--- src/core/dac_ctrl_pkg.sv ---
// Constants shared by the serial control logic of the 20-bit output converter.
// Assumes every user writes package::name and imports nothing.
package dac_ctrl_pkg;

   localparam int FRAME_BITS = 24;
   localparam int DATA_BITS  = 20;
   localparam int ADDR_BITS  = 3;
   localparam int RW_POS     = 23;
   localparam int ADDR_HI    = 22;
   localparam int ADDR_LO    = 20;
   localparam int COUNT_BITS = 5;

   typedef logic [ADDR_BITS-1:0]  addr_t;
   typedef logic [DATA_BITS-1:0]  data_t;
   typedef logic [FRAME_BITS-1:0] frame_t;
   typedef logic [COUNT_BITS-1:0] count_t;

   localparam addr_t ADDR_NO_OPERATION = 3'h0;
   localparam addr_t ADDR_CODE         = 3'h1;
   localparam addr_t ADDR_CONTROL      = 3'h2;
   localparam addr_t ADDR_CLEAR        = 3'h3;
   localparam addr_t ADDR_ACTIONS      = 3'h4;

   localparam count_t COUNT_FULL  = 5'h18;
   localparam count_t COUNT_LIMIT = 5'h19;

   // Operating control register fields.
   localparam int CTRL_BUFFER_POS   = 1;
   localparam int CTRL_CLAMP_POS    = 2;
   localparam int CTRL_TRISTATE_POS = 3;
   localparam int CTRL_FORMAT_POS   = 4;
   localparam int CTRL_RB_OFF_POS   = 5;
   localparam data_t CTRL_RESET      = 20'h0000E;
   localparam data_t CTRL_WRITE_MASK = 20'h0003E;

   localparam data_t CODE_RESET  = 20'h00000;
   localparam data_t CLEAR_RESET = 20'h00000;
   localparam data_t CODE_MSB    = 20'h80000;

   // Software action register fields.
   localparam int ACT_CLEAR_POS = 1;
   localparam int ACT_RESET_POS = 2;

   // Pin positions in the synchronised input vector.
   localparam int PIN_SELECT = 0;
   localparam int PIN_SCLK   = 1;
   localparam int PIN_SDI    = 2;
   localparam int PIN_LOAD   = 3;
   localparam int PIN_CLEAR  = 4;
   localparam int PIN_RESET  = 5;
   localparam int PIN_COUNT  = 6;
   localparam logic [PIN_COUNT-1:0] PIN_IDLE = 6'h39;

endpackage

--- src/core/dac_serial_control_logic.sv ---
// Serial control logic of a 20-bit voltage-output converter: frame decoding,
// register file, readback, load, clear and reset pins.
// Assumes all pins are asynchronous to clk and the serial clock is well below clk/3.
// Operation
// - Frames are 24 bits, shifted MSB first on the serial clock.
// - Bit 23 is read flag, bits 22-20 address, bits 19-0 payload.
// - Address zero does nothing, read or write.
// - Writes go to code, control, clear value and software action registers.
// - Reads select code, control or clear value register.
// - A falling frame select starts a frame.
// - Frames with other than 24 falling edges are discarded.
// - Rising frame select latches the frame and moves payload to its register.
// - The frame after a read shifts that register out on readback data.
// - Readback pin released while frame select is high.
// - Readback is pipelined; next frame carries previous read's data.
// - Readback drives only when enabled; enabled after reset.
// - Load held low in the frame updates output at select rise.
// - Load held high defers update to load's falling edge after select rise.
// - Reset pin low holds defaults; programming ignored until release.
// - Software reset action restores the power-on state.
// - Clear low loads code from clear value and blocks new updates.
// - After clear, output keeps clear value until a new code is loaded.
// - Software clear action equals the clear pin.
// - Clear value resets to zero and follows the selected code format.
// - Ground clamp resets set and overrides the tristate bit.
// - Format bit resets zero for twos complement; one is offset binary.
`timescale 1ns/1ps
module dac_serial_control_logic #(
   parameter int DATA_WIDTH = 20
) (
   input  wire logic                  clk,
   input  wire logic                  rst_b,
   input  wire logic                  frame_select_n,
   input  wire logic                  serial_clock,
   input  wire logic                  serial_data_in,
   input  wire logic                  load_output_n,
   input  wire logic                  clear_output_n,
   input  wire logic                  device_reset_n,
   output logic                       readback_data_out,
   output logic                       readback_data_out_en_n,
   output logic [DATA_WIDTH-1:0]      output_code,
   output logic                       output_ground_clamp,
   output logic                       output_tristate,
   output logic                       output_buffer_bypass
);

   typedef enum logic [0:0] {
      UPD_IDLE,
      UPD_ARMED
   } update_state_e;

   if (DATA_WIDTH != dac_ctrl_pkg::DATA_BITS) begin : g_check
      $error("DATA_WIDTH must match the 20-bit payload of the frame");
   end

   logic [dac_ctrl_pkg::PIN_COUNT-1:0] pins;
   logic                               select_s;
   logic                               sclk_s;
   logic                               sdi_s;
   logic                               load_s;
   logic                               clear_s;
   logic                               reset_s;

   dac_ctrl_pkg::frame_t shift_reg;
   dac_ctrl_pkg::frame_t next_shift_reg;
   dac_ctrl_pkg::count_t bit_count;
   dac_ctrl_pkg::count_t next_bit_count;
   dac_ctrl_pkg::data_t  pending_code;
   dac_ctrl_pkg::data_t  next_pending_code;
   dac_ctrl_pkg::data_t  converter_code;
   dac_ctrl_pkg::data_t  next_converter_code;
   dac_ctrl_pkg::data_t  operating_control;
   dac_ctrl_pkg::data_t  next_operating_control;
   dac_ctrl_pkg::data_t  clear_value;
   dac_ctrl_pkg::data_t  next_clear_value;
   dac_ctrl_pkg::addr_t  read_addr;
   dac_ctrl_pkg::addr_t  next_read_addr;
   logic                 read_armed;
   logic                 next_read_armed;
   logic                 load_high_seen;
   logic                 next_load_high_seen;
   logic                 soft_reset;
   logic                 next_soft_reset;
   logic                 soft_clear;
   logic                 next_soft_clear;
   logic                 prev_select;
   logic                 prev_sclk;
   logic                 prev_load;
   logic                 drive_n;
   logic                 next_drive_n;
   update_state_e        upd_state;
   update_state_e        next_upd_state;

   logic                 frame_fall;
   logic                 frame_rise;
   logic                 sclk_fall;
   logic                 sclk_rise;
   logic                 load_fall;
   logic                 resetting;
   logic                 clearing;
   logic                 frame_valid;
   logic                 rb_load;
   logic                 rb_shift;
   dac_ctrl_pkg::frame_t rb_word;
   dac_ctrl_pkg::addr_t  frame_addr;
   dac_ctrl_pkg::data_t  payload;
   logic                 frame_read;

   pin_synchronizer #(
      .WIDTH       (dac_ctrl_pkg::PIN_COUNT),
      .RESET_VALUE (dac_ctrl_pkg::PIN_IDLE)
   ) pin_synchronizer_i (
      .clk      (clk),
      .rst_b    (rst_b),
      .pin_in   ({device_reset_n, clear_output_n, load_output_n,
                  serial_data_in, serial_clock, frame_select_n}),
      .pin_sync (pins)
   );

   assign select_s = pins[dac_ctrl_pkg::PIN_SELECT];
   assign sclk_s   = pins[dac_ctrl_pkg::PIN_SCLK];
   assign sdi_s    = pins[dac_ctrl_pkg::PIN_SDI];
   assign load_s   = pins[dac_ctrl_pkg::PIN_LOAD];
   assign clear_s  = pins[dac_ctrl_pkg::PIN_CLEAR];
   assign reset_s  = pins[dac_ctrl_pkg::PIN_RESET];

   assign frame_fall = prev_select & ~select_s;
   assign frame_rise = ~prev_select & select_s;
   assign sclk_fall  = prev_sclk & ~sclk_s & ~select_s;
   assign sclk_rise  = ~prev_sclk & sclk_s & ~select_s;
   assign load_fall  = prev_load & ~load_s;
   assign resetting  = ~reset_s | soft_reset;
   assign clearing   = ~clear_s | soft_clear;
   assign frame_valid = frame_rise && (bit_count == dac_ctrl_pkg::COUNT_FULL);
   assign frame_read  = shift_reg[dac_ctrl_pkg::RW_POS];
   assign frame_addr  = shift_reg[dac_ctrl_pkg::ADDR_HI:dac_ctrl_pkg::ADDR_LO];
   assign payload     = shift_reg[dac_ctrl_pkg::DATA_BITS-1:0];

   // Readback word: echoes the read request as header over the register data.
   function automatic dac_ctrl_pkg::frame_t read_word(input dac_ctrl_pkg::addr_t addr,
                                                      input dac_ctrl_pkg::data_t code,
                                                      input dac_ctrl_pkg::data_t ctrl,
                                                      input dac_ctrl_pkg::data_t clr);
      dac_ctrl_pkg::data_t value;
      case (addr)
         dac_ctrl_pkg::ADDR_CODE:    value = code;
         dac_ctrl_pkg::ADDR_CONTROL: value = ctrl;
         dac_ctrl_pkg::ADDR_CLEAR:   value = clr;
         default:                    value = '0;
      endcase
      return {1'b1, addr, value};
   endfunction

   readback_shifter #(
      .WIDTH (dac_ctrl_pkg::FRAME_BITS)
   ) readback_shifter_i (
      .clk     (clk),
      .rst_b   (rst_b),
      .load    (rb_load),
      .word    (rb_word),
      .shift   (rb_shift),
      .bit_out (readback_data_out)
   );

   always_comb begin
      next_shift_reg         = shift_reg;
      next_bit_count         = bit_count;
      next_pending_code      = pending_code;
      next_converter_code    = converter_code;
      next_operating_control = operating_control;
      next_clear_value       = clear_value;
      next_read_addr         = read_addr;
      next_read_armed        = read_armed;
      next_load_high_seen    = load_high_seen;
      next_soft_reset        = 1'b0;
      next_soft_clear        = 1'b0;
      next_upd_state         = upd_state;
      rb_load                = 1'b0;
      rb_shift               = 1'b0;
      rb_word                = '0;

      if (frame_fall) begin
         next_bit_count      = '0;
         next_load_high_seen = load_s;
         rb_load             = 1'b1;
         next_read_armed     = 1'b0;
         if (read_armed) begin
            rb_word = read_word(read_addr, converter_code, operating_control, clear_value);
         end
      end else if (sclk_fall) begin
         next_shift_reg = {shift_reg[dac_ctrl_pkg::FRAME_BITS-2:0], sdi_s};
         if (bit_count != dac_ctrl_pkg::COUNT_LIMIT) begin
            next_bit_count = bit_count + 5'h01;
         end
      end
      if (sclk_rise && bit_count != '0) begin
         rb_shift = 1'b1;
      end
      if (!select_s && load_s) begin
         next_load_high_seen = 1'b1;
      end

      // A pending code goes out before frame decode, so a write landing on a load edge re-arms.
      if (upd_state == UPD_ARMED && load_fall && select_s && !clearing) begin
         next_converter_code = pending_code;
         next_upd_state      = UPD_IDLE;
      end

      if (frame_valid) begin
         if (frame_read) begin
            if (frame_addr != dac_ctrl_pkg::ADDR_NO_OPERATION) begin
               next_read_addr  = frame_addr;
               next_read_armed = 1'b1;
            end
         end else begin
            case (frame_addr)
               dac_ctrl_pkg::ADDR_CODE: begin
                  next_pending_code = payload;
                  if (!load_high_seen && !load_s && !clearing) begin
                     next_converter_code = payload;
                     next_upd_state      = UPD_IDLE;
                  end else begin
                     next_upd_state = UPD_ARMED;
                  end
               end
               dac_ctrl_pkg::ADDR_CONTROL: begin
                  next_operating_control = payload & dac_ctrl_pkg::CTRL_WRITE_MASK;
               end
               dac_ctrl_pkg::ADDR_CLEAR: begin
                  next_clear_value = payload;
               end
               dac_ctrl_pkg::ADDR_ACTIONS: begin
                  next_soft_reset = payload[dac_ctrl_pkg::ACT_RESET_POS];
                  next_soft_clear = payload[dac_ctrl_pkg::ACT_CLEAR_POS];
               end
               default: begin
               end
            endcase
         end
      end

      if (clearing) begin
         next_converter_code = clear_value;
      end

      if (resetting) begin
         next_pending_code      = dac_ctrl_pkg::CODE_RESET;
         next_converter_code    = dac_ctrl_pkg::CODE_RESET;
         next_operating_control = dac_ctrl_pkg::CTRL_RESET;
         next_clear_value       = dac_ctrl_pkg::CLEAR_RESET;
         next_read_armed        = 1'b0;
         next_soft_clear        = 1'b0;
         next_upd_state         = UPD_IDLE;
      end

      next_drive_n = select_s | resetting
                     | next_operating_control[dac_ctrl_pkg::CTRL_RB_OFF_POS];
   end

   always_ff @(posedge clk or negedge rst_b) begin
      if (!rst_b) begin
         shift_reg         <= '0;
         bit_count         <= '0;
         pending_code      <= dac_ctrl_pkg::CODE_RESET;
         converter_code    <= dac_ctrl_pkg::CODE_RESET;
         operating_control <= dac_ctrl_pkg::CTRL_RESET;
         clear_value       <= dac_ctrl_pkg::CLEAR_RESET;
         read_addr         <= dac_ctrl_pkg::ADDR_NO_OPERATION;
         read_armed        <= 1'b0;
         load_high_seen    <= 1'b1;
         soft_reset        <= 1'b0;
         soft_clear        <= 1'b0;
         prev_select       <= 1'b1;
         prev_sclk         <= 1'b0;
         prev_load         <= 1'b1;
         drive_n           <= 1'b1;
         upd_state         <= UPD_IDLE;
      end else begin
         shift_reg         <= next_shift_reg;
         bit_count         <= next_bit_count;
         pending_code      <= next_pending_code;
         converter_code    <= next_converter_code;
         operating_control <= next_operating_control;
         clear_value       <= next_clear_value;
         read_addr         <= next_read_addr;
         read_armed        <= next_read_armed;
         load_high_seen    <= next_load_high_seen;
         soft_reset        <= next_soft_reset;
         soft_clear        <= next_soft_clear;
         prev_select       <= select_s;
         prev_sclk         <= sclk_s;
         prev_load         <= load_s;
         drive_n           <= next_drive_n;
         upd_state         <= next_upd_state;
      end
   end

   // The ladder wants offset binary, so twos complement codes flip the MSB.
   always_ff @(posedge clk or negedge rst_b) begin
      if (!rst_b) begin
         output_code          <= dac_ctrl_pkg::CODE_MSB;
         output_ground_clamp  <= 1'b1;
         output_tristate      <= 1'b1;
         output_buffer_bypass <= 1'b1;
      end else begin
         output_code <= operating_control[dac_ctrl_pkg::CTRL_FORMAT_POS]
                        ? converter_code : converter_code ^ dac_ctrl_pkg::CODE_MSB;
         output_ground_clamp  <= operating_control[dac_ctrl_pkg::CTRL_CLAMP_POS];
         output_tristate      <= operating_control[dac_ctrl_pkg::CTRL_CLAMP_POS]
                                 | operating_control[dac_ctrl_pkg::CTRL_TRISTATE_POS];
         output_buffer_bypass <= operating_control[dac_ctrl_pkg::CTRL_BUFFER_POS];
      end
   end

   assign readback_data_out_en_n = drive_n;

endmodule

--- src/core/pin_synchronizer.sv ---
// Two-stage synchroniser for a vector of asynchronous pins.
// Assumes every bit is independent; no bus coherence is promised.
`timescale 1ns/1ps
module pin_synchronizer #(
   parameter int               WIDTH       = 1,
   parameter logic [WIDTH-1:0] RESET_VALUE = '0
) (
   input  wire logic             clk,
   input  wire logic             rst_b,
   input  wire logic [WIDTH-1:0] pin_in,
   output logic      [WIDTH-1:0] pin_sync
);

   logic [WIDTH-1:0] stage_one;

   if (WIDTH < 1) begin : g_check
      $error("pin_synchronizer needs WIDTH of at least one");
   end

   for (genvar i = 0; i < WIDTH; i++) begin : g_bit
      always_ff @(posedge clk or negedge rst_b) begin
         if (!rst_b) begin
            stage_one[i] <= RESET_VALUE[i];
            pin_sync[i]  <= RESET_VALUE[i];
         end else begin
            stage_one[i] <= pin_in[i];
            pin_sync[i]  <= stage_one[i];
         end
      end
   end

endmodule

--- src/core/readback_shifter.sv ---
// Parallel-load shift register that presents its word MSB first.
// Assumes load and shift are never requested in the same cycle; load wins.
`timescale 1ns/1ps
module readback_shifter #(
   parameter int WIDTH = 24
) (
   input  wire logic             clk,
   input  wire logic             rst_b,
   input  wire logic             load,
   input  wire logic [WIDTH-1:0] word,
   input  wire logic             shift,
   output logic                  bit_out
);

   logic [WIDTH-1:0] shift_word;
   logic [WIDTH-1:0] next_shift_word;

   if (WIDTH < 2) begin : g_check
      $error("readback_shifter needs WIDTH of at least two");
   end

   always_comb begin
      next_shift_word = shift_word;
      if (load) begin
         next_shift_word = word;
      end else if (shift) begin
         next_shift_word = {shift_word[WIDTH-2:0], 1'b0};
      end
   end

   always_ff @(posedge clk or negedge rst_b) begin
      if (!rst_b) begin
         shift_word <= '0;
      end else begin
         shift_word <= next_shift_word;
      end
   end

   assign bit_out = shift_word[WIDTH-1];

endmodule
--- config.mk ---
export PLATFORM = sky130hd
export DESIGN_NAME = dac_serial_control_logic
export DESIGN_NICKNAME = d
export VERILOG_FILES = /design/src/core/dac_ctrl_pkg.sv /design/src/core/dac_serial_control_logic.sv /design/src/core/pin_synchronizer.sv /design/src/core/readback_shifter.sv
export SDC_FILE = /design/constraint.sdc
export NUM_CORES = 1
export LEC_CHECK = 0
export BUFFER_PORTS_ARGS = -buffer_cell sky130_fd_sc_hd__clkbuf_2
export CORE_ASPECT_RATIO = 0.8
export CORE_MARGIN = 10
export CORE_UTILIZATION = 45
export CTS_CLUSTER_DIAMETER = 100
export DETAILED_ROUTE_END_ITERATION = 12
export PLACE_DENSITY = 0.75
export SYNTH_ARGS = -nofsm -noshare
export SYNTH_HDL_FRONTEND = slang
export SYNTH_SLANG_ARGS = --single-unit
--- constraint.sdc ---
create_clock -name clk -period 1.7 [get_ports clk]
set_input_delay 0.085 -clock clk [delete_from_list [all_inputs] [get_ports clk]]
set_output_delay 0.085 -clock clk [all_outputs]
set_load 0.01 [all_outputs]
# Word level (Yosys, flattened, before mapping)
# Index checks and enable logic that the tools add are counted.
# word_totals
ff_bits	180
word_cells	144
# op_classes
add_sub_neg	1
n_eq_ne	10
muxes	50
bitwise_logic	21
n_reduce_logical	28
# ops
op	n
20-bit 2-to-1 mux	20
24-bit 2-to-1 mux	4
20-bit case mux with 3 select lines	1
1-bit 2-to-1 mux	22
2-bit nonzero test	8
5-bit 2-to-1 mux	3
3-bit by 2-bit == test with 1-bit output, second input constant	4
3-bit AND reduction	4
1-bit inverter	9
1-bit logical AND	8
1-bit bitwise AND	7
3-bit by 1-bit == test with 1-bit output, second input constant	2
5-bit by 1-bit adder with 5-bit output, second input constant	1
5-bit == test, second input constant	1
5-bit inequality test, second input constant	1
1-bit OR	5
5-bit nonzero test	1
1-bit logical NOT	4
2-bit AND reduction	2
3-bit == test, second input constant	1
3-bit nonzero test	1
2-bit by 1-bit inequality test with 1-bit output, second input constant	1

# Depth between registers and ports, before layout
# Gate-level depths: netlist (run 1).
# logic_depth
word_depth	12
depth_mapped	8

# By module
# A second synthesis (run 1) with hierarchy kept.
# hier_totals
hier_cells	587
area_unflattened_um2	7046.8
# modules_own_cells
module	instances	cells_per_inst	area_each_um2	seq_area_each_um2
dac_serial_control_logic	1	471	5611.6	3241.9
readback_shifter	1	104	1124.8	600.6
pin_synchronizer	1	12	310.3	310.3

# Worst setup path after synthesis (run 1)
# OpenSTA, ideal clock, no wires.
# synth_timing
path_type	reg2reg
start	register bit_count[0]
end	register readback_shifter_i.shift_word[12]
arrival_time_ns	1.623
t_required_ns	1.562
setup_slack_ns	-0.061
path_stages_with_launch	9
n_path_buf	2
period_less_slack_ns	1.761
path_cell_list	dfrtp_1 inv_1 ha_1 nor4b_1 nor4b_2 buf_4 buf_6 mux2i_1 o22ai_1
# synth_between
elab_chain_cells	4
# synth_rtl
element	line	source
from (decl)	dac_serial_control_logic.sv:66	dac_ctrl_pkg::count_t bit_count;
from (signal assigned)	dac_serial_control_logic.sv:280	bit_count <= next_bit_count;
5-bit nonzero test	dac_serial_control_logic.sv:196	if (sclk_rise && bit_count != '0) begin
1-bit logical AND	dac_serial_control_logic.sv:196	
1-bit 2-to-1 mux	dac_serial_control_logic.sv:196	
2-bit nonzero test (no source line)	--	
to (signal assigned)	readback_shifter.sv:35	shift_word <= next_shift_word;
to (decl)	readback_shifter.sv:15	logic [WIDTH-1:0] shift_word;
# Every way passes these cells.
# A chain may end at the register's enable or synchronous reset.

# Final worst setup path (run 1)
# layout_timing
start	register pin_synchronizer_i.pin_sync[0]
end	register readback_shifter_i.shift_word[2]
# layout_between
elab_chain_cells	5
elab_cells_between_ends	9
classes_between	mux (4); bitwise (3); reduce/logical (2)
# layout_rtl
element	line	source
from (decl)	pin_synchronizer.sv:11	output logic [WIDTH-1:0] pin_sync
from (signal, indexed assignment)	pin_synchronizer.sv:24	pin_sync[i] <= RESET_VALUE[i];
from (signal, indexed assignment)	pin_synchronizer.sv:27	pin_sync[i] <= stage_one[i];
1-bit inverter (*)	dac_serial_control_logic.sv:127, dac_serial_control_logic.sv:130	
1-bit bitwise AND	dac_serial_control_logic.sv:130	assign sclk_rise = ~prev_sclk & sclk_s & ~select_s;
1-bit logical AND	dac_serial_control_logic.sv:196	
1-bit 2-to-1 mux	dac_serial_control_logic.sv:196	
2-bit nonzero test (no source line)	--	
# Every way passes the cells marked *; elsewhere a longest branch is shown, timed or not.

==> summary.md, run 1 <==
| Metric | Value |
|---|---|
| Run status | finished, violations left |
| Violations in the final reports | negative setup slack |
| Detailed placement HPWL | 10.0 mm |
| Via count | 4905 |
| Worst Clk Skew | 11.3 ps |
| Horizontal die dimension | 159 um |
| Initial antenna violation count | 0 |
| Worst min-delay path class | primary input to asynchronous set/reset pin |
| Gpl congestion | 0.789 |
| Seq/Total Area, Yosys | 59.9% |
| DR iter-0 viols | 445 |
| Vias in the first global route | 4913 |
| Primary FF master, synth | sky130_fd_sc_hd__dfrtp_1 |
| Max capacitance violation total | 0 |
| Depth of the worst register-to-register path | 8 |
| Max-slew violation total from the final report | 0 |
| Count of TritonRoute iterations in the first routing pass | 5 |
| Nets | 648 |
| Number of clock sinks seen by CTS | 165 |
| Count of antenna-violating nets left after detailed routing | 0 |
| Area after detailed placement | 7640 um2 |
| Syn. warnings | 0 |
| Average wire per standard cell | 21.3 um |
| Number of unique standard cell types used by synthesis | 46 |
| Clock tree root driver cell | sky130_fd_sc_hd__clkbuf_16 |
| Synthesized netlist cell count | 554 |
| Area of the placeable core | 15100 um2 |
| Number of H-tree branching levels | 4 |
| Type of element launching the critical path | flop |
| Standard-cell row count | 40 |
| Endpoint of the most critical register-to-register path | readback_shifter_i.shift_word[2] |
| FMAX | 554 MHz |
| Fin area | 9070 um2 |
| Number of flops mapped to enable cells by yosys | 0 |
| Minimum setup slack among reg-to-reg paths | -100 ps |
| Number of cells after detailed placement | 803 |
| Critical Path Sink Type | flop |
| Share of final-layout standard cells stronger than drive strength 1 | 36.0% |
| Starting utilization of the core area | 46.1% |
| Final core occ | 60.2% |
| Final Hold Fails | 0 |
| Number of port buffers | 32 |
| Maximum vdd ir drop | 0.764 mV |
| Drc violations | 0 |
| Number of buffers on the longest clock path | 2 |
| I/O pin count | 33 |
| Unrepaired setup endpoints after global routing | true |
| Largest net degree at the start of global routing | 57 |
| Total global-route track usage | 16.0% |
| Final setup fails | 58 |
| Post-synthesis area per instance | 12.5 um2 |
| # diodes | 0 |
| Via count normalized by instance count | 5.70 |
| Crit path max fanout | 5 |
| Final Critical Period | 1800 ps |
| Clock latency of the later-clocked register in the worst-skew pair | 430 ps |
| Headroom to the max-slew limit | 63.5% |
| Total power divided by cell area | 970 nW/um2 |
| Leakage power | 0.00378 uW |
| Layout-stage area growth over the synthesis result | 30.8% |
| Vertical extent of the die | 131 um |
| Clock-pin slew of the registers on the worst-case setup and hold paths | 70 ps |
| TritonCTS clock tree | yes |
| Syn_nets | 565 |
| First-pass GRT wire length | 26.4 mm |
| Overflow after GRT | 0 |
| Post-synthesis instance area | 6940 um2 |
| Required @ worst endpoint | 2060 ps |
| Transition time at the pin with the least slew margin | 548 ps |
| Crit Path Class | flop to flop |
| TritonCTS Buffers | 17 |
| Number of storage elements in the synthesis netlist | 165 |
| Final routed wirelength across all metal layers | 18.3 mm |
| Arrival time of data at the critical path endpoint | 2170 ps |
| Post-route setup slack | -105 ps |
| Beginning of the worst register-to-register path | pin_synchronizer_i.pin_sync[0] |
| Total die area | 20800 um2 |
| Hold Slack | 197 ps |
| Post-synth ARST share | 100% |
| Post-layout instance count excluding filler cells | 860 |
| Total power consumption of the routed design | 8810 uW |
| Final period utilization | 106% |
==> synth_stat cells, types with 2 or more instances <==
cell type | n | share of area, %
sky130_fd_sc_hd__and4_1 | 2 | 0.25
sky130_fd_sc_hd__nor3b_2 | 2 | 0.36
sky130_fd_sc_hd__mux2_2 | 31 | 5.0
sky130_fd_sc_hd__nand2b_1 | 4 | 0.36
sky130_fd_sc_hd__mux2i_1 | 75 | 11
sky130_fd_sc_hd__clkbuf_1 | 20 | 1.1
sky130_fd_sc_hd__nand2_1 | 45 | 2.4
sky130_fd_sc_hd__inv_1 | 7 | 0.38
sky130_fd_sc_hd__nand3_1 | 5 | 0.36
sky130_fd_sc_hd__dfrtp_1 | 146 | 53
sky130_fd_sc_hd__nor4b_4 | 2 | 0.69
sky130_fd_sc_hd__buf_6 | 6 | 0.97
sky130_fd_sc_hd__nor2b_1 | 5 | 0.45
sky130_fd_sc_hd__buf_2 | 4 | 0.29
sky130_fd_sc_hd__a32o_1 | 2 | 0.29
sky130_fd_sc_hd__nand3b_1 | 2 | 0.22
sky130_fd_sc_hd__nor2_1 | 31 | 1.7
sky130_fd_sc_hd__o32a_1 | 3 | 0.43
sky130_fd_sc_hd__ha_1 | 3 | 0.54
sky130_fd_sc_hd__o22ai_1 | 16 | 1.4
sky130_fd_sc_hd__nand4_1 | 4 | 0.36
sky130_fd_sc_hd__a22oi_1 | 5 | 0.54
sky130_fd_sc_hd__nor3_1 | 3 | 0.22
sky130_fd_sc_hd__and3b_1 | 2 | 0.25
sky130_fd_sc_hd__o221ai_1 | 19 | 2.4
sky130_fd_sc_hd__o21ai_0 | 8 | 0.58
sky130_fd_sc_hd__xor2_1 | 3 | 0.38
sky130_fd_sc_hd__dfstp_2 | 19 | 7.2
sky130_fd_sc_hd__nor4b_1 | 2 | 0.25
sky130_fd_sc_hd__a21oi_1 | 52 | 3.8
sky130_fd_sc_hd__buf_4 | 9 | 0.97
sky130_fd_sc_hd__xnor2_1 | 2 | 0.25
sky130_fd_sc_hd__nor4b_2 | 2 | 0.43
==> cell type report <==
class                   instances  area [um2]
fillers                      1141        5990
flip-flops and latches        165        4160
multi-input cells             343        2940
repair buffers                103        1060
clock buffers                  25         571
well taps                     210         263
clock inverters                 7        50.0
inverters                       7        26.3
==> per-stage QoR <==
step	worst slack (ps)	setup TNS (ps)
finish	-105	-1350
global route	-171	-6360
CTS	-33.3	-245
detailed placement	-194	-3820
global placement	-47.5	-862
floorplan	0.342	0
==> cell families (layout without fill, tap and decap cells) <==
family / Yosys count / after routing / synth area share, %
AO/OA/AOI/OAI: 110 / 110 / 10.2
XOR/XNOR: 5 / 5 / 0.631
adder cells (fa/ha/maj): 3 / 3 / 0.541
buffers and inverters: 46 / 142 / 3.70
flip-flops: 165 / 165 / 59.9
multiplexers: 106 / 106 / 15.9
AND/OR/NAND/NOR: 119 / 119 / 9.25
==> routing by layer <==
metal / GRT usage (%) / wire [um] / up-vias
met1: 20.2 / 7980 / 2542
li1: - / - / 2182
met4: 5.76 / 406 / 0
met2: 25.8 / 8980 / 145
met3: 4.53 / 943 / 36
met5: 0 / 0 / -
==> critical path, cell delays in order (launching register included) <==
cell and delay (ps):
sky130_fd_sc_hd__dfstp_2 390, sky130_fd_sc_hd__buf_6 130, sky130_fd_sc_hd__buf_4 140, sky130_fd_sc_hd__nor4bb_4 270
sky130_fd_sc_hd__buf_4 150, sky130_fd_sc_hd__o21ai_0 120, sky130_fd_sc_hd__buf_4 200, sky130_fd_sc_hd__nor2_2 150
sky130_fd_sc_hd__o32a_1 180
==> timing repair <==
action | 4_1_cts | 5_1_grt
endpoints found under the setup margin | 51 | 115
buffers inserted | 3 | 5
gates resized for setup | 14 | 85
gates cloned | 2 | 9
hold buffers | 7 | 0
endpoints found under the hold margin | 57 | 0
pin swaps | 1 | 31
==> worst max-delay path by stage <==
stage / from / endpoint / slack, ps / cells past startpoint
floorplan: bit_count[0] / readback_shifter_i.shift_word[12] / 0.3 / 8
global placement: bit_count[1] / readback_shifter_i.shift_word[1] / -50 / 6
detailed placement: bit_count[1] / readback_shifter_i.shift_word[1] / -190 / 6
CTS: bit_count[0] / clear_value[14] / -30 / 8
global route: pin_synchronizer_i.pin_sync[0] / readback_shifter_i.shift_word[2] / -170 / 8
finish: pin_synchronizer_i.pin_sync[0] / readback_shifter_i.shift_word[2] / -100 / 8
==> report_power, final <==
group	leakage (uW)	switching, uW	internal (uW)
Sequential	0.00218	154	4080
Clock	0.000312	1580	2350
Combinational	0.00128	345	308
Total	0.00378	2070	6730
==> placed cells by master, fill, tap and decap left out, drive strengths merged, types with 5 or more instances in the layout <==
master | synthesis | routed
mux2 | 31 | 31
clkbuf | 20 | 61
nand2 | 45 | 45
nor4b | 6 | 6
a21oi | 53 | 53
dfrtp | 146 | 146
o21ai | 8 | 8
o22ai | 16 | 16
o221ai | 19 | 19
mux2i | 75 | 75
nor2 | 32 | 32
buf | 19 | 60
a22oi | 5 | 5
dlygate4sd3 | 0 | 7
inv | 7 | 11
nor2b | 5 | 5
nand3 | 5 | 5
dfstp | 19 | 19
Note: power is estimated with default switching activity, not from simulation.
==> run 2, diff against run 1 <==
--- a/config.mk
+++ b/config.mk
@@ -12,6 +12,7 @@
 export CTS_CLUSTER_DIAMETER = 100
 export DETAILED_ROUTE_END_ITERATION = 12
 export PLACE_DENSITY = 0.75
+export SETUP_SLACK_MARGIN = 0.3
 export SYNTH_ARGS = -nofsm -noshare
 export SYNTH_HDL_FRONTEND = slang
 export SYNTH_SLANG_ARGS = --single-unit
==> run 2 against run 1 <==
Net effect:
- sequential share of layout area is 3.2 points lower
- worst setup slack lost 29 ps
- final cell count up 1.7%
- worst hold slack got worse by 64 ps
- the run still ends with negative setup slack left
- fmax down 1.6%
- critical path type unchanged
- largest cell class unchanged
- clock skew barely moved
==> summary.md, run 2 (same netlist as run 1, synthesis figures left out) <==
| Metric | Value |
|---|---|
| Share of final-layout standard cells stronger than drive strength 1 | 45.7% |
| Crit path max fanout | 7 |
| Depth of the worst register-to-register path | 7 |
| Arrival time of data at the critical path endpoint | 2150 ps |
| Unrepaired setup endpoints after global routing | true |
| First-pass GRT wire length | 29.7 mm |
| Count of antenna-violating nets left after detailed routing | 0 |
| Vertical extent of the die | 131 um |
| Violations in the final reports | negative setup slack |
| Critical Path Sink Type | flop |
| Most used cell along the critical path | sky130_fd_sc_hd__buf_4 |
| Run status | finished, violations left |
| Number of port buffers | 32 |
| Total global-route track usage | 18.2% |
| Clock tree root driver cell | sky130_fd_sc_hd__clkbuf_16 |
| Maximum vdd ir drop | 0.719 mV |
| Total power divided by cell area | 918 nW/um2 |
| TritonCTS clock tree | yes |
| Cell with the largest stage delay on the worst path | sky130_fd_sc_hd__dfstp_2 |
| Max capacitance violation total | 0 |
| Detailed placement HPWL | 9.99 mm |
| Drc violations | 0 |
| Setup total negative slack | -4500 ps |
| FMAX | 546 MHz |
| Final Hold Fails | 0 |
| Nets | 663 |
| # diodes | 0 |
| Total die area | 20800 um2 |
| Average wire per standard cell | 23.4 um |
| Final Critical Period | 1830 ps |
| Delay of the slowest cell on the worst path | 410 ps |
| Worst min-delay path class | primary input to asynchronous set/reset pin |
| Standard-cell row count | 40 |
| Leakage power | 0.00406 uW |
| Fin area | 9750 um2 |
| Headroom to the max-slew limit | 60.8% |
| Sequential standard cell area | 4150 um2 |
| Clock latency of the later-clocked register in the worst-skew pair | 430 ps |
| Vias in the first global route | 5307 |
| Beginning of the worst register-to-register path | pin_synchronizer_i.pin_sync[0] |
| Layout-stage area growth over the synthesis result | 40.5% |
| Largest net degree at the start of global routing | 66 |
| Number of buffers on the longest clock path | 2 |
| Horizontal die dimension | 159 um |
| DR iter-0 viols | 456 |
| Gpl congestion | 0.832 |
| Number of H-tree branching levels | 4 |
| Type of element launching the critical path | flop |
| Via count | 5197 |
| Area of the placeable core | 15100 um2 |
| Post-route setup slack | -133 ps |
| Total power consumption of the routed design | 8950 uW |
| Most common cell after layout, fill and taps aside | sky130_fd_sc_hd__dfrtp_1 |
| Filler Cells Inserted | 1013 |
| Hold Slack | 133 ps |
| Transition time at the pin with the least slew margin | 588 ps |
| Final routed wirelength across all metal layers | 20.5 mm |
| Count of TritonRoute iterations in the first routing pass | 6 |
| Worst Clk Skew | 11.4 ps |
| Endpoint of the most critical register-to-register path | readback_shifter_i.shift_word[9] |
| Clock-pin slew of the registers on the worst-case setup and hold paths | 70 ps |
| Critical path startpoint | pin_synchronizer_i.pin_sync[0] |
| Required @ worst endpoint | 2010 ps |
| Cell-by-cell listing of the critical path | buf_6, buf_4, nor4b_4, buf_4, clkbuf_16, mux2i_1, o22ai_1 |
| Minimum setup slack among reg-to-reg paths | -130 ps |
| I/O pin count | 33 |
| Final setup fails | 81 |
| Final period utilization | 108% |
| Overflow after GRT | 0 |
| Area after detailed placement | 7840 um2 |
| Number of clock sinks seen by CTS | 165 |
| Max-slew violation total from the final report | 0 |
| Starting utilization of the core area | 46.1% |
| Initial antenna violation count | 0 |
| Crit Path Class | flop to flop |
| TritonCTS Buffers | 17 |
| Top library cells by usage in the layout, fill and taps aside | sky130_fd_sc_hd__dfrtp_1 (145), sky130_fd_sc_hd__mux2i_1 (71), sky130_fd_sc_hd__a21oi_2 (34) |
| Via count normalized by instance count | 5.94 |
| Area used by multi-input combinational logic | 3380 um2 |
[run 2: cell types whose count changed in the layout (fill, tap and decap cells not counted), sizes merged]
cell      delta
clkinv       +2
buf         +14
bufinv       +2
nor2b        +1
clkinvlp     +1
clkbuf       -3
inv          -2
[run 2: metrics by stage]
stage	worst slack, ps	util (%)	std cells
floorplan	14.4	-	554
global placement	26.2	52.0	797
detailed placement	-46.3	52.0	797
CTS	-72.7	60.4	858
global route	-201	64.7	875
finish	-133	64.7	875
[run 2: worst max-delay path by stage]
stage                                              to  slack [ps]  cells past startpoint
global placement                            upd_state          30                      7
finish               readback_shifter_i.shift_word[9]        -130                      7
global route                          clear_value[19]        -200                      7
floorplan           readback_shifter_i.shift_word[12]          10                      8
detailed placement   readback_shifter_i.shift_word[5]         -50                      7
CTS                                         upd_state         -70                      7
[run 2: critical path, delay by kind of cell, from the launching register on]
family / cells / cell delay (ps)
AND/OR/NAND/NOR: 1 / 350
multiplexers: 1 / 220
AO/OA/AOI/OAI: 1 / 100
flip-flops: 1 / 410
buffers and inverters: 4 / 630
[run 2: final cells by class]
class                      count  area share (%)
clock inverter                10            1.25
multi-input combinational    344            34.6
inverter                       7           0.270
sequential                   165            42.6
tap                          210            2.70
timing repair buffer         117            13.7
clock buffer                  22            4.87
[run 2: metal layers]
layer  GRT usage [%]  wire length [um]  vias to the layer above
met5               0                 0                        -
met4            5.87               466                        0
met3            5.74              1480                       43
met2            30.0             10100                      227
met1            22.7              8470                     2722
li1                -                 -                     2205
[run 2: report_power, final]
group / internal [uW] / switching (uW) / total, uW
logic: 368 / 404 / 772
clock network: 2290 / 1620 / 3910
registers: 4080 / 194 / 4270
total: 6740 / 2220 / 8950
[run 2: repair_timing]
| item | CTS | global route |
|---|---|---|
| cloned | 8 | 8 |
| pin swaps | 8 | 42 |
| setup endpoints to repair | 125 | 125 |
| setup buffers | 14 | 9 |
| resized for setup | 65 | 83 |
| hold buffers | 7 | 0 |
| endpoints found under the hold margin | 116 | 0 |
